<file path="src/inc/cfh_pkg.sv">
package cfh_pkg;
    // timing figures as printed, and the cycle counts derived from them
    localparam int unsigned REF_CLK_HZ = 20_000_000;
    localparam int unsigned PULSE_NS = 2000;
    localparam int unsigned STRETCH_MS = 70;
    localparam int unsigned PULSE_CYC =
        (PULSE_NS * (REF_CLK_HZ / 1_000_000) + 999) / 1000;
    localparam int unsigned STRETCH_CYC = STRETCH_MS * (REF_CLK_HZ / 1000);

    // command word layout (seven bits, position encoded)
    localparam int CMD_W = 7;
    localparam int CMD_OUT_EN = 0;
    localparam int CMD_PRN_SEL = 1;
    localparam int CMD_PUN_SEL = 2;
    localparam int CMD_IN_EN = 3;
    localparam int CMD_KBD_SEL = 4;
    localparam int CMD_RDR_SEL_A = 5;
    localparam int CMD_RDR_SEL_B = 6;

    // synchronised input vector positions
    localparam int SYN_W = 7;
    localparam int SYN_CMD_ACK = 0;
    localparam int SYN_OUT_ACK = 1;
    localparam int SYN_IN_ACK = 2;
    localparam int SYN_PRN_DONE = 3;
    localparam int SYN_PUN_DONE = 4;
    localparam int SYN_KBD_LOAD = 5;
    localparam int SYN_RDR_LOAD = 6;

    // register map (byte addresses)
    localparam logic [11:0] ADDR_STAT = 12'h000;
    localparam logic [11:0] ADDR_CTRL = 12'h004;
    localparam logic [11:0] ADDR_OUTR = 12'h008;
    localparam logic [11:0] ADDR_INR = 12'h00c;

    // status register fields
    localparam int ST_OFFLINE = 0;
    localparam int ST_PRN_EN = 1;
    localparam int ST_PUN_EN = 2;
    localparam int ST_KBD_EN = 3;
    localparam int ST_RDR_EN = 4;
    localparam int ST_CMD_REQ = 5;
    localparam int ST_OUT_FULL = 6;
    localparam int ST_IN_FULL = 7;
    localparam int ST_PRN_BUSY = 8;
    localparam int ST_PUN_BUSY = 9;
    // control register fields
    localparam int CT_GO_OFFLINE = 0;

    localparam logic RST_OFFLINE = 1'h1;

    // command handshake sequencer; one bit changes per step except stretch back to idle
    typedef enum logic [1:0] {
        CFH_IDLE = 2'h0,
        CFH_PULSE = 2'h1,
        CFH_STRETCH = 2'h3
    } cfh_cmd_st_t;
endpackage

</file>
<file path="src/rtl/cfh_port.sv">
// Notes on behaviour
// command request stays high except while a command cannot be taken.
// host drives command word, then raises command acknowledge.
// on command acknowledge the command request drops.
// on acknowledge the word is sampled and devices enabled or disabled.
// host then drops acknowledge and clears its data lines.
// command word is seven bits, each position selects a function.
// printer/punch enabled when bit 0 and its select bit are set.
// output device disabled when bit 0 set and its select clear.
// keyboard/reader enabled when bit 3 and select bit(s) are set.
// input device disabled when bit 3 set and its select clear.
// with an output device enabled, output request asks for a word.
// host drives data and output acknowledge, loading output register.
// output register goes to printer, punch, or both as enabled.
// after each print/punch cycle, clear register and request again.
// word transfers repeat until the host ends the operation.
// keyboard or reader loading input register raises input request.
// host samples, acknowledges; input register clears on acknowledge.
// each command acknowledge yields a 2 us internal enable pulse.
// during that pulse print and punch flags load from the word.
// the enable pulse clears the off-line flag.
// request held low for 70 ms after acknowledge, then released.
// host handshakes are synchronised; acknowledges are edge detected.
//
// Chosen here: the APB slave port and the register addresses.
module cfh_port #(
    parameter int DW = 8,
    parameter int AW = 12,
    parameter int unsigned STRETCH_CYC = cfh_pkg::STRETCH_CYC
) (
    // clock and reset
    input wire logic ref_clk_i,
    input wire logic resetn_i,
    // apb slave
    input wire logic psel_i,
    input wire logic penable_i,
    input wire logic pwrite_i,
    input wire logic [AW-1:0] paddr_i,
    input wire logic [31:0] pwdata_i,
    output logic [31:0] prdata_o,
    output logic pready_o,
    output logic pslverr_o,
    // host channel
    input wire logic [DW-1:0] host_data_i,
    output logic command_request_o,
    input wire logic command_acknowledge_i,
    output logic out_req_o,
    input wire logic out_ack_i,
    output logic in_req_o,
    input wire logic in_ack_i,
    output logic [DW-1:0] in_data_o,
    // printer and punch
    output logic [DW-1:0] out_data_o,
    output logic prn_go_o,
    input wire logic prn_done_i,
    output logic pun_go_o,
    input wire logic pun_done_i,
    // keyboard and reader
    input wire logic [DW-1:0] kbd_char_i,
    input wire logic kbd_load_i,
    input wire logic [DW-1:0] rdr_char_i,
    input wire logic rdr_load_i,
    // mode flags
    output logic offline_o,
    output logic prn_en_o,
    output logic pun_en_o,
    output logic kbd_en_o,
    output logic rdr_en_o
);
    localparam int CW = $clog2(STRETCH_CYC + 1);
    localparam logic [CW-1:0] PULSE_END = CW'(cfh_pkg::PULSE_CYC);
    localparam logic [CW-1:0] STR_END = CW'(STRETCH_CYC);

    typedef struct packed {
        cfh_pkg::cfh_cmd_st_t st;
        logic [CW-1:0] cnt;
        logic [cfh_pkg::CMD_W-1:0] cmd;
        logic offline;
        logic prn_en;
        logic pun_en;
        logic kbd_en;
        logic rdr_en;
        logic [DW-1:0] out_reg;
        logic out_full;
        logic prn_busy;
        logic pun_busy;
        logic [DW-1:0] in_reg;
        logic in_full;
        logic [cfh_pkg::SYN_W-1:0] syn_q;
        logic [31:0] prdata;
    } cfh_port_st_t;

    cfh_port_st_t st_ff;
    cfh_port_st_t nxt_st;
    logic [cfh_pkg::SYN_W-1:0] syn_raw;
    logic [cfh_pkg::SYN_W-1:0] syn;
    logic [cfh_pkg::SYN_W-1:0] rise;
    logic cmd_req;
    logic out_req;
    logic setup_rd;
    logic wr_go;

    // true when an address is one of the four mapped words
    function automatic logic addr_hit(input logic [AW-1:0] a);
        logic [11:0] w;
        w = 12'(a);
        return (w == cfh_pkg::ADDR_STAT) || (w == cfh_pkg::ADDR_CTRL) ||
               (w == cfh_pkg::ADDR_OUTR) || (w == cfh_pkg::ADDR_INR);
    endfunction

    // read value for an address; unmapped reads give zero
    function automatic logic [31:0] rd_val(input logic [AW-1:0] a,
                                           input cfh_port_st_t s,
                                           input logic req);
        logic [31:0] v;
        v = '0;
        case (12'(a))
            cfh_pkg::ADDR_STAT: begin
                v[cfh_pkg::ST_OFFLINE] = s.offline;
                v[cfh_pkg::ST_PRN_EN] = s.prn_en;
                v[cfh_pkg::ST_PUN_EN] = s.pun_en;
                v[cfh_pkg::ST_KBD_EN] = s.kbd_en;
                v[cfh_pkg::ST_RDR_EN] = s.rdr_en;
                v[cfh_pkg::ST_CMD_REQ] = req;
                v[cfh_pkg::ST_OUT_FULL] = s.out_full;
                v[cfh_pkg::ST_IN_FULL] = s.in_full;
                v[cfh_pkg::ST_PRN_BUSY] = s.prn_busy;
                v[cfh_pkg::ST_PUN_BUSY] = s.pun_busy;
            end
            cfh_pkg::ADDR_CTRL: v = '0;
            cfh_pkg::ADDR_OUTR: v[DW-1:0] = s.out_reg;
            cfh_pkg::ADDR_INR: v[DW-1:0] = s.in_reg;
            default: v = '0;
        endcase
        return v;
    endfunction

    // host handshakes and mechanism strobes all come from other domains
    assign syn_raw[cfh_pkg::SYN_CMD_ACK] = command_acknowledge_i;
    assign syn_raw[cfh_pkg::SYN_OUT_ACK] = out_ack_i;
    assign syn_raw[cfh_pkg::SYN_IN_ACK] = in_ack_i;
    assign syn_raw[cfh_pkg::SYN_PRN_DONE] = prn_done_i;
    assign syn_raw[cfh_pkg::SYN_PUN_DONE] = pun_done_i;
    assign syn_raw[cfh_pkg::SYN_KBD_LOAD] = kbd_load_i;
    assign syn_raw[cfh_pkg::SYN_RDR_LOAD] = rdr_load_i;

    cfh_sync #(
        .W(cfh_pkg::SYN_W)
    ) u_sync (
        .ref_clk_i(ref_clk_i),
        .resetn_i(resetn_i),
        .async_i(syn_raw),
        .sync_o(syn)
    );

    // rising edges of the filtered inputs
    assign rise = syn & ~st_ff.syn_q;

    // handshake outputs
    assign cmd_req = (st_ff.st == cfh_pkg::CFH_IDLE);
    assign out_req = !st_ff.offline && (st_ff.prn_en || st_ff.pun_en) &&
                     !st_ff.out_full;
    assign setup_rd = psel_i && !penable_i && !pwrite_i;
    assign wr_go = psel_i && penable_i && pwrite_i &&
                   (12'(paddr_i) == cfh_pkg::ADDR_CTRL);

    // next state of the whole port
    always_comb begin
        nxt_st = st_ff;
        nxt_st.syn_q = syn;
        // command sequencer: pulse, then stretch, then accept again
        case (st_ff.st)
            cfh_pkg::CFH_IDLE: begin
                if (rise[cfh_pkg::SYN_CMD_ACK]) begin
                    // word lines settled before the ack, so no extra sync
                    nxt_st.cmd = host_data_i[cfh_pkg::CMD_W-1:0];
                    nxt_st.st = cfh_pkg::CFH_PULSE;
                    nxt_st.cnt = CW'(1);
                end
            end
            cfh_pkg::CFH_PULSE: begin
                nxt_st.cnt = st_ff.cnt + CW'(1);
                nxt_st.offline = 1'b0;
                if (st_ff.cmd[cfh_pkg::CMD_OUT_EN]) begin
                    nxt_st.prn_en = st_ff.cmd[cfh_pkg::CMD_PRN_SEL];
                    nxt_st.pun_en = st_ff.cmd[cfh_pkg::CMD_PUN_SEL];
                end
                if (st_ff.cmd[cfh_pkg::CMD_IN_EN]) begin
                    nxt_st.kbd_en = st_ff.cmd[cfh_pkg::CMD_KBD_SEL];
                    nxt_st.rdr_en = st_ff.cmd[cfh_pkg::CMD_RDR_SEL_A] &&
                                    st_ff.cmd[cfh_pkg::CMD_RDR_SEL_B];
                end
                if (st_ff.cnt >= PULSE_END) begin
                    nxt_st.st = cfh_pkg::CFH_STRETCH;
                end
            end
            cfh_pkg::CFH_STRETCH: begin
                nxt_st.cnt = st_ff.cnt + CW'(1);
                if (st_ff.cnt >= STR_END) begin
                    nxt_st.st = cfh_pkg::CFH_IDLE;
                    nxt_st.cnt = '0;
                end
            end
            default: begin
                nxt_st.st = cfh_pkg::CFH_IDLE;
                nxt_st.cnt = '0;
            end
        endcase
        // software can force off-line; the next command pulse undoes it
        if (wr_go && pwdata_i[cfh_pkg::CT_GO_OFFLINE]) begin
            nxt_st.offline = 1'b1;
        end
        // output path: a done edge ends that mechanism's cycle
        if (rise[cfh_pkg::SYN_PRN_DONE]) begin
            nxt_st.prn_busy = 1'b0;
        end
        if (rise[cfh_pkg::SYN_PUN_DONE]) begin
            nxt_st.pun_busy = 1'b0;
        end
        if (st_ff.out_full && !nxt_st.prn_busy && !nxt_st.pun_busy) begin
            nxt_st.out_full = 1'b0;
            nxt_st.out_reg = '0;
        end
        if (out_req && rise[cfh_pkg::SYN_OUT_ACK]) begin
            nxt_st.out_reg = host_data_i;
            nxt_st.out_full = 1'b1;
            nxt_st.prn_busy = st_ff.prn_en;
            nxt_st.pun_busy = st_ff.pun_en;
        end
        // input path: a new load beats an ack in the same cycle
        if (rise[cfh_pkg::SYN_IN_ACK] && st_ff.in_full) begin
            nxt_st.in_full = 1'b0;
            nxt_st.in_reg = '0;
        end
        if (!st_ff.offline && !nxt_st.in_full) begin
            if (st_ff.kbd_en && rise[cfh_pkg::SYN_KBD_LOAD]) begin
                nxt_st.in_reg = kbd_char_i;
                nxt_st.in_full = 1'b1;
            end else if (st_ff.rdr_en && rise[cfh_pkg::SYN_RDR_LOAD]) begin
                nxt_st.in_reg = rdr_char_i;
                nxt_st.in_full = 1'b1;
            end
        end
        // read data is prepared in the setup phase, ready in the access
        if (setup_rd) begin
            nxt_st.prdata = rd_val(paddr_i, st_ff, cmd_req);
        end
    end

    always_ff @(posedge ref_clk_i) begin
        if (!resetn_i) begin
            st_ff <= '0;
            st_ff.st <= cfh_pkg::CFH_IDLE;
            st_ff.offline <= cfh_pkg::RST_OFFLINE;
        end else begin
            st_ff <= nxt_st;
        end
    end

    // apb answers in the first access cycle
    assign pready_o = 1'b1;
    assign pslverr_o = psel_i && penable_i && !addr_hit(paddr_i);
    assign prdata_o = st_ff.prdata;

    // host and mechanism outputs
    assign command_request_o = cmd_req;
    assign out_req_o = out_req;
    assign in_req_o = st_ff.in_full;
    assign in_data_o = st_ff.in_reg;
    assign out_data_o = st_ff.out_reg;
    assign prn_go_o = st_ff.prn_busy;
    assign pun_go_o = st_ff.pun_busy;
    assign offline_o = st_ff.offline;
    assign prn_en_o = st_ff.prn_en;
    assign pun_en_o = st_ff.pun_en;
    assign kbd_en_o = st_ff.kbd_en;
    assign rdr_en_o = st_ff.rdr_en;
endmodule // cfh_port

</file>
<file path="src/rtl/cfh_sync.sv">
// three-stage synchroniser; output moves only when stages two and three agree
module cfh_sync #(
    parameter int W = 1
) (
    // clock and reset
    input wire logic ref_clk_i,
    input wire logic resetn_i,
    // asynchronous in, synchronous out
    input wire logic [W-1:0] async_i,
    output logic [W-1:0] sync_o
);
    typedef struct packed {
        logic [W-1:0] s1;
        logic [W-1:0] s2;
        logic [W-1:0] s3;
        logic [W-1:0] q;
    } cfh_sync_st_t;

    cfh_sync_st_t st_ff;
    cfh_sync_st_t nxt_st;

    // s1 feeds only s2, so metastability never reaches the filter
    always_comb begin
        nxt_st = st_ff;
        nxt_st.s1 = async_i;
        nxt_st.s2 = st_ff.s1;
        nxt_st.s3 = st_ff.s2;
        nxt_st.q = (~(st_ff.s2 ^ st_ff.s3) & st_ff.s3) |
                   ((st_ff.s2 ^ st_ff.s3) & st_ff.q);
    end

    always_ff @(posedge ref_clk_i) begin
        if (!resetn_i) begin
            st_ff <= '0;
        end else begin
            st_ff <= nxt_st;
        end
    end

    assign sync_o = st_ff.q;
endmodule // cfh_sync

</file>
<file path="config.mk">
export PLATFORM = sky130hd
export DESIGN_NAME = cfh_port
export DESIGN_NICKNAME = d
export VERILOG_FILES = /design/src/inc/cfh_pkg.sv /design/src/rtl/cfh_port.sv /design/src/rtl/cfh_sync.sv
export SDC_FILE = /design/constraint.sdc
export NUM_CORES = 1
export LEC_CHECK = 0
export ABC_AREA = 1
export BUFFER_PORTS_ARGS = -buffer_cell sky130_fd_sc_hd__buf_2
export CAP_MARGIN = 20
export CORE_MARGIN = 1.5
export CORE_UTILIZATION = 32
export CTS_BUF_LIST = sky130_fd_sc_hd__clkbuf_8
export CTS_CLUSTER_DIAMETER = 150
export DETAILED_ROUTE_END_ITERATION = 8
export PLACE_DENSITY = 0.64
export RECOVER_POWER = 25
export SYNTH_ARGS = -nofsm -noshare
export SYNTH_HDL_FRONTEND = slang
export SYNTH_SLANG_ARGS = --single-unit
</file>
<file path="constraint.sdc">
create_clock -name ref_clk_i -period 1.64 [get_ports ref_clk_i]
set_clock_uncertainty 0.15 [all_clocks]
set_input_delay 0.082 -clock ref_clk_i [delete_from_list [all_inputs] [get_ports ref_clk_i]]
set_output_delay 0.082 -clock ref_clk_i [all_outputs]
set_load 0.005 [all_outputs]
</file>
==> results.json <==
{
  "hp-class": "input pin to register",
  "hp-start": "paddr_i[2]",
  "cpMostUsedCell": "inv_1",
  "critPathMaxFanout": 4,
  "crit_chain": "buf_4, nand2_2, nor2_4, inv_1, nor2_1, xnor2_1, inv_1, nand2_1, a21oi_1",
  "drive_above_1_share_pct": 23.5,
  "cts_max_path_buffers": 2,
  "clkLatencyLatePin_ps": 380,
  "slowest_delay_ps": 360,
  "r2r_end": "st_ff[82]",
  "crit_buf_inv": 3,
  "r2r-start": "st_ff[72]",
  "slowest_stage": "dfxtp_2",
  "reg2reg_depth": 9,
  "gp_congestion": 0.867,
  "cts-buffers-inserted": 9,
  "dr.first_iter.drc_count": 326,
  "p_leak_nw": 3.03,
  "cp-start-kind": "register",
  "power_mw": 4.31,
  "max_freq_mhz": 635,
  "drc_errors": 0,
  "rows": 45,
  "start_util_pct": 32.9,
  "syn_inst": 741,
  "p_per_area_nw_per_um2": 679,
  "final.fill_count": 1548,
  "end_kind": "register",
  "core_area_um2": 15300,
  "crit_type": "register to register",
  "syn2layout_area_growth_pct": 26.5,
  "syn-mean-instance-area_um2": 6.77,
  "grt_pass1_wl_um": 19800,
  "ys_ff_latch": 100,
  "maxCapViolations": 0,
  "synth_cell_types": 33,
  "setup_viol": 0,
  "vias_per_cell": 4.30,
  "firstDrtPassIters": 5,
  "path_clk_slew_ps": 100,
  "dp_hpwl_um": 8860,
  "final_cells": 1086,
  "antenna_found_initial": 0,
  "clockRootBuffer": "clkbuf_8",
  "clock_sinks": 100,
  "wl_per_cell_um": 11.7,
  "status": "complete, no violations",
  "antenna_cells": 0,
  "yosysWarnings": 0,
  "fin_nets": 952,
  "ir_drop_mv": 0.373,
  "cts_tree": "built",
  "yosysSeqAreaShare_pct": 39.9,
  "hold_depth": 5,
  "die_h_um": 128,
  "grtUsageTotal_pct": 15.2,
  "finalCritPeriodShare_pct": 96.0,
  "hold_slack_ps": 21.3,
  "grt_overflow": 0,
  "first_global_vias": 4126,
  "final_common_cell": "nand2_1",
  "critPathTopFamily": "simple AND/OR/NAND/NOR gates",
  "die_area_um2": 16400,
  "ff2ff_setup_slack_ps": 70,
  "htreeDepth": 3,
  "grt_max_degree": 41,
  "dp.cells": 1028,
  "ant_nets": 0,
  "io_buffers": 85,
  "arrival_ps": 1690,
  "finalCriticalPeriod_ps": 1570,
  "final_cell_mix": "198 x nand2_1, 84 x inv_1, 81 x dfxtp_1",
  "finalHoldViolCount": 0,
  "cp.required_ps": 1750,
  "vias": 4671,
  "fp.dieW_um": 128,
  "rsz0062_at_grt": "true",
  "holdPathEnd": "offline_o",
  "syn_area_um2": 5020,
  "drt-total-wl_um": 12700,
  "io_pins": 140,
  "slew_violations": 0
}
[synth_stat cells]
cell type	number	area share, %
clkbuf_1	10	0.75
a21oi_2	1	0.17
nand3b_4	1	0.40
buf_6	2	0.45
buf_4	51	7.6
o21ai_2	1	0.17
nand2_4	1	0.22
inv_1	89	6.7
conb_1	2	0.15
nand3_2	1	0.20
nor3_1	3	0.30
nor2_2	4	0.50
dfxtp_1	100	40
buf_2	6	0.60
o21ai_1	1	0.10
nand4_1	6	0.75
nand2_1	201	15
o21ai_0	35	3.5
a211oi_1	1	0.15
inv_2	2	0.15
nor2_4	3	0.67
clkinv_1	4	0.30
xor2_1	7	1.2
o221ai_1	1	0.17
nand3_1	44	4.4
nor2_1	83	6.2
xnor2_1	5	0.87
o211ai_1	1	0.15
a21oi_1	57	5.7
o21bai_1	1	0.15
and3_1	2	0.25
nand2_2	13	1.6
ha_1	2	0.50
[cells by family after synthesis]
group	synth area share, %
compound gates	10.3
xor+xnor	2.10
fa+ha+maj	0.499
buf+inv	16.5
flops	39.9
other cells	0.150
simple gates	30.6
[per-stage QoR]
| step | worst slack (ps) | setup TNS, ps | area, µm² | util, % |
|---|---|---|---|---|
| 4_1_cts | 3.40 | 0 | 6190 | 40.6 |
| 2_1_floorplan | 49.7 | 0 | 5090 | - |
| 3_3_place_gp | 36.1 | 0 | 5620 | 36.8 |
| 3_5_place_dp | 10.2 | 0 | 5620 | 36.8 |
| 6_report | 65.2 | 0 | 6340 | 41.6 |
| 5_1_grt | -65.7 | -232 | 6340 | 41.6 |
[worst max path at each step]
stage,endpoint,start,cells after the start,slack (ps)
global route,st_ff[80],st_ff[72],8,-70
finish,st_ff[82],st_ff[72],9,70
global placement,st_ff[71],st_ff[85],11,40
floorplan,st_ff[85],st_ff[71],10,50
detailed placement,st_ff[71],st_ff[81],11,10
CTS,st_ff[82],st_ff[88],9,3
[tightest hold or removal path, cell delays in order]
cell and delay [ps]:
buf_2 110, inv_1 70, nor3_1 60, nand2_1 70, o221ai_1 100
[metal layers]
layer	vias to the layer above	GRT usage [%]	wire [µm]
met5	-	0	0
met4	0	7.47	411
met3	38	2.71	697
met2	139	23.1	5600
met1	2004	20.6	5980
li1	2490	-	-
[power breakdown]
group / total [mW] / switching, mW / internal, mW
clock: 1.59 / 0.958 / 0.636
combinational: 0.266 / 0.131 / 0.135
sequential: 2.45 / 0.00914 / 2.44
[layout make-up]
cell class | instances | area, µm² | area share, %
Clock inverter | 6 | 62.6 | 0.986
Inverter | 95 | 362 | 5.70
Sequential cell | 100 | 2040 | 32.1
Multi-Input combinational cell | 499 | 2360 | 37.2
Timing Repair Buffer | 165 | 1120 | 17.6
Clock buffer | 10 | 138 | 2.17
Tap cell | 211 | 264 | 4.16
[flip-flops by register name, indices dropped and copies added (netlist names), named ones only]
| register | cells |
|---|---|
| rdr_en_o | 1 |
| prn_go_o | 1 |
| prn_en_o | 1 |
| pun_en_o | 1 |
| in_data_o | 8 |
| out_data_o | 8 |
| u_sync.nxt_st | 14 |
| kbd_en_o | 1 |
| st_ff | 38 |
| prdata_o | 10 |
| u_sync.st_ff | 7 |
| in_req_o | 1 |
| pun_go_o | 1 |
| offline_o | 1 |
[repair_timing]
action,in CTS,in global routing
hold endpoints to repair,39,0
buffers inserted,0,4
pin swaps,0,8
resized for setup,2,54
hold buffers,37,0
setup endpoints to repair,2,40
gates cloned,0,1
Power figures use the tool's default switching activity.
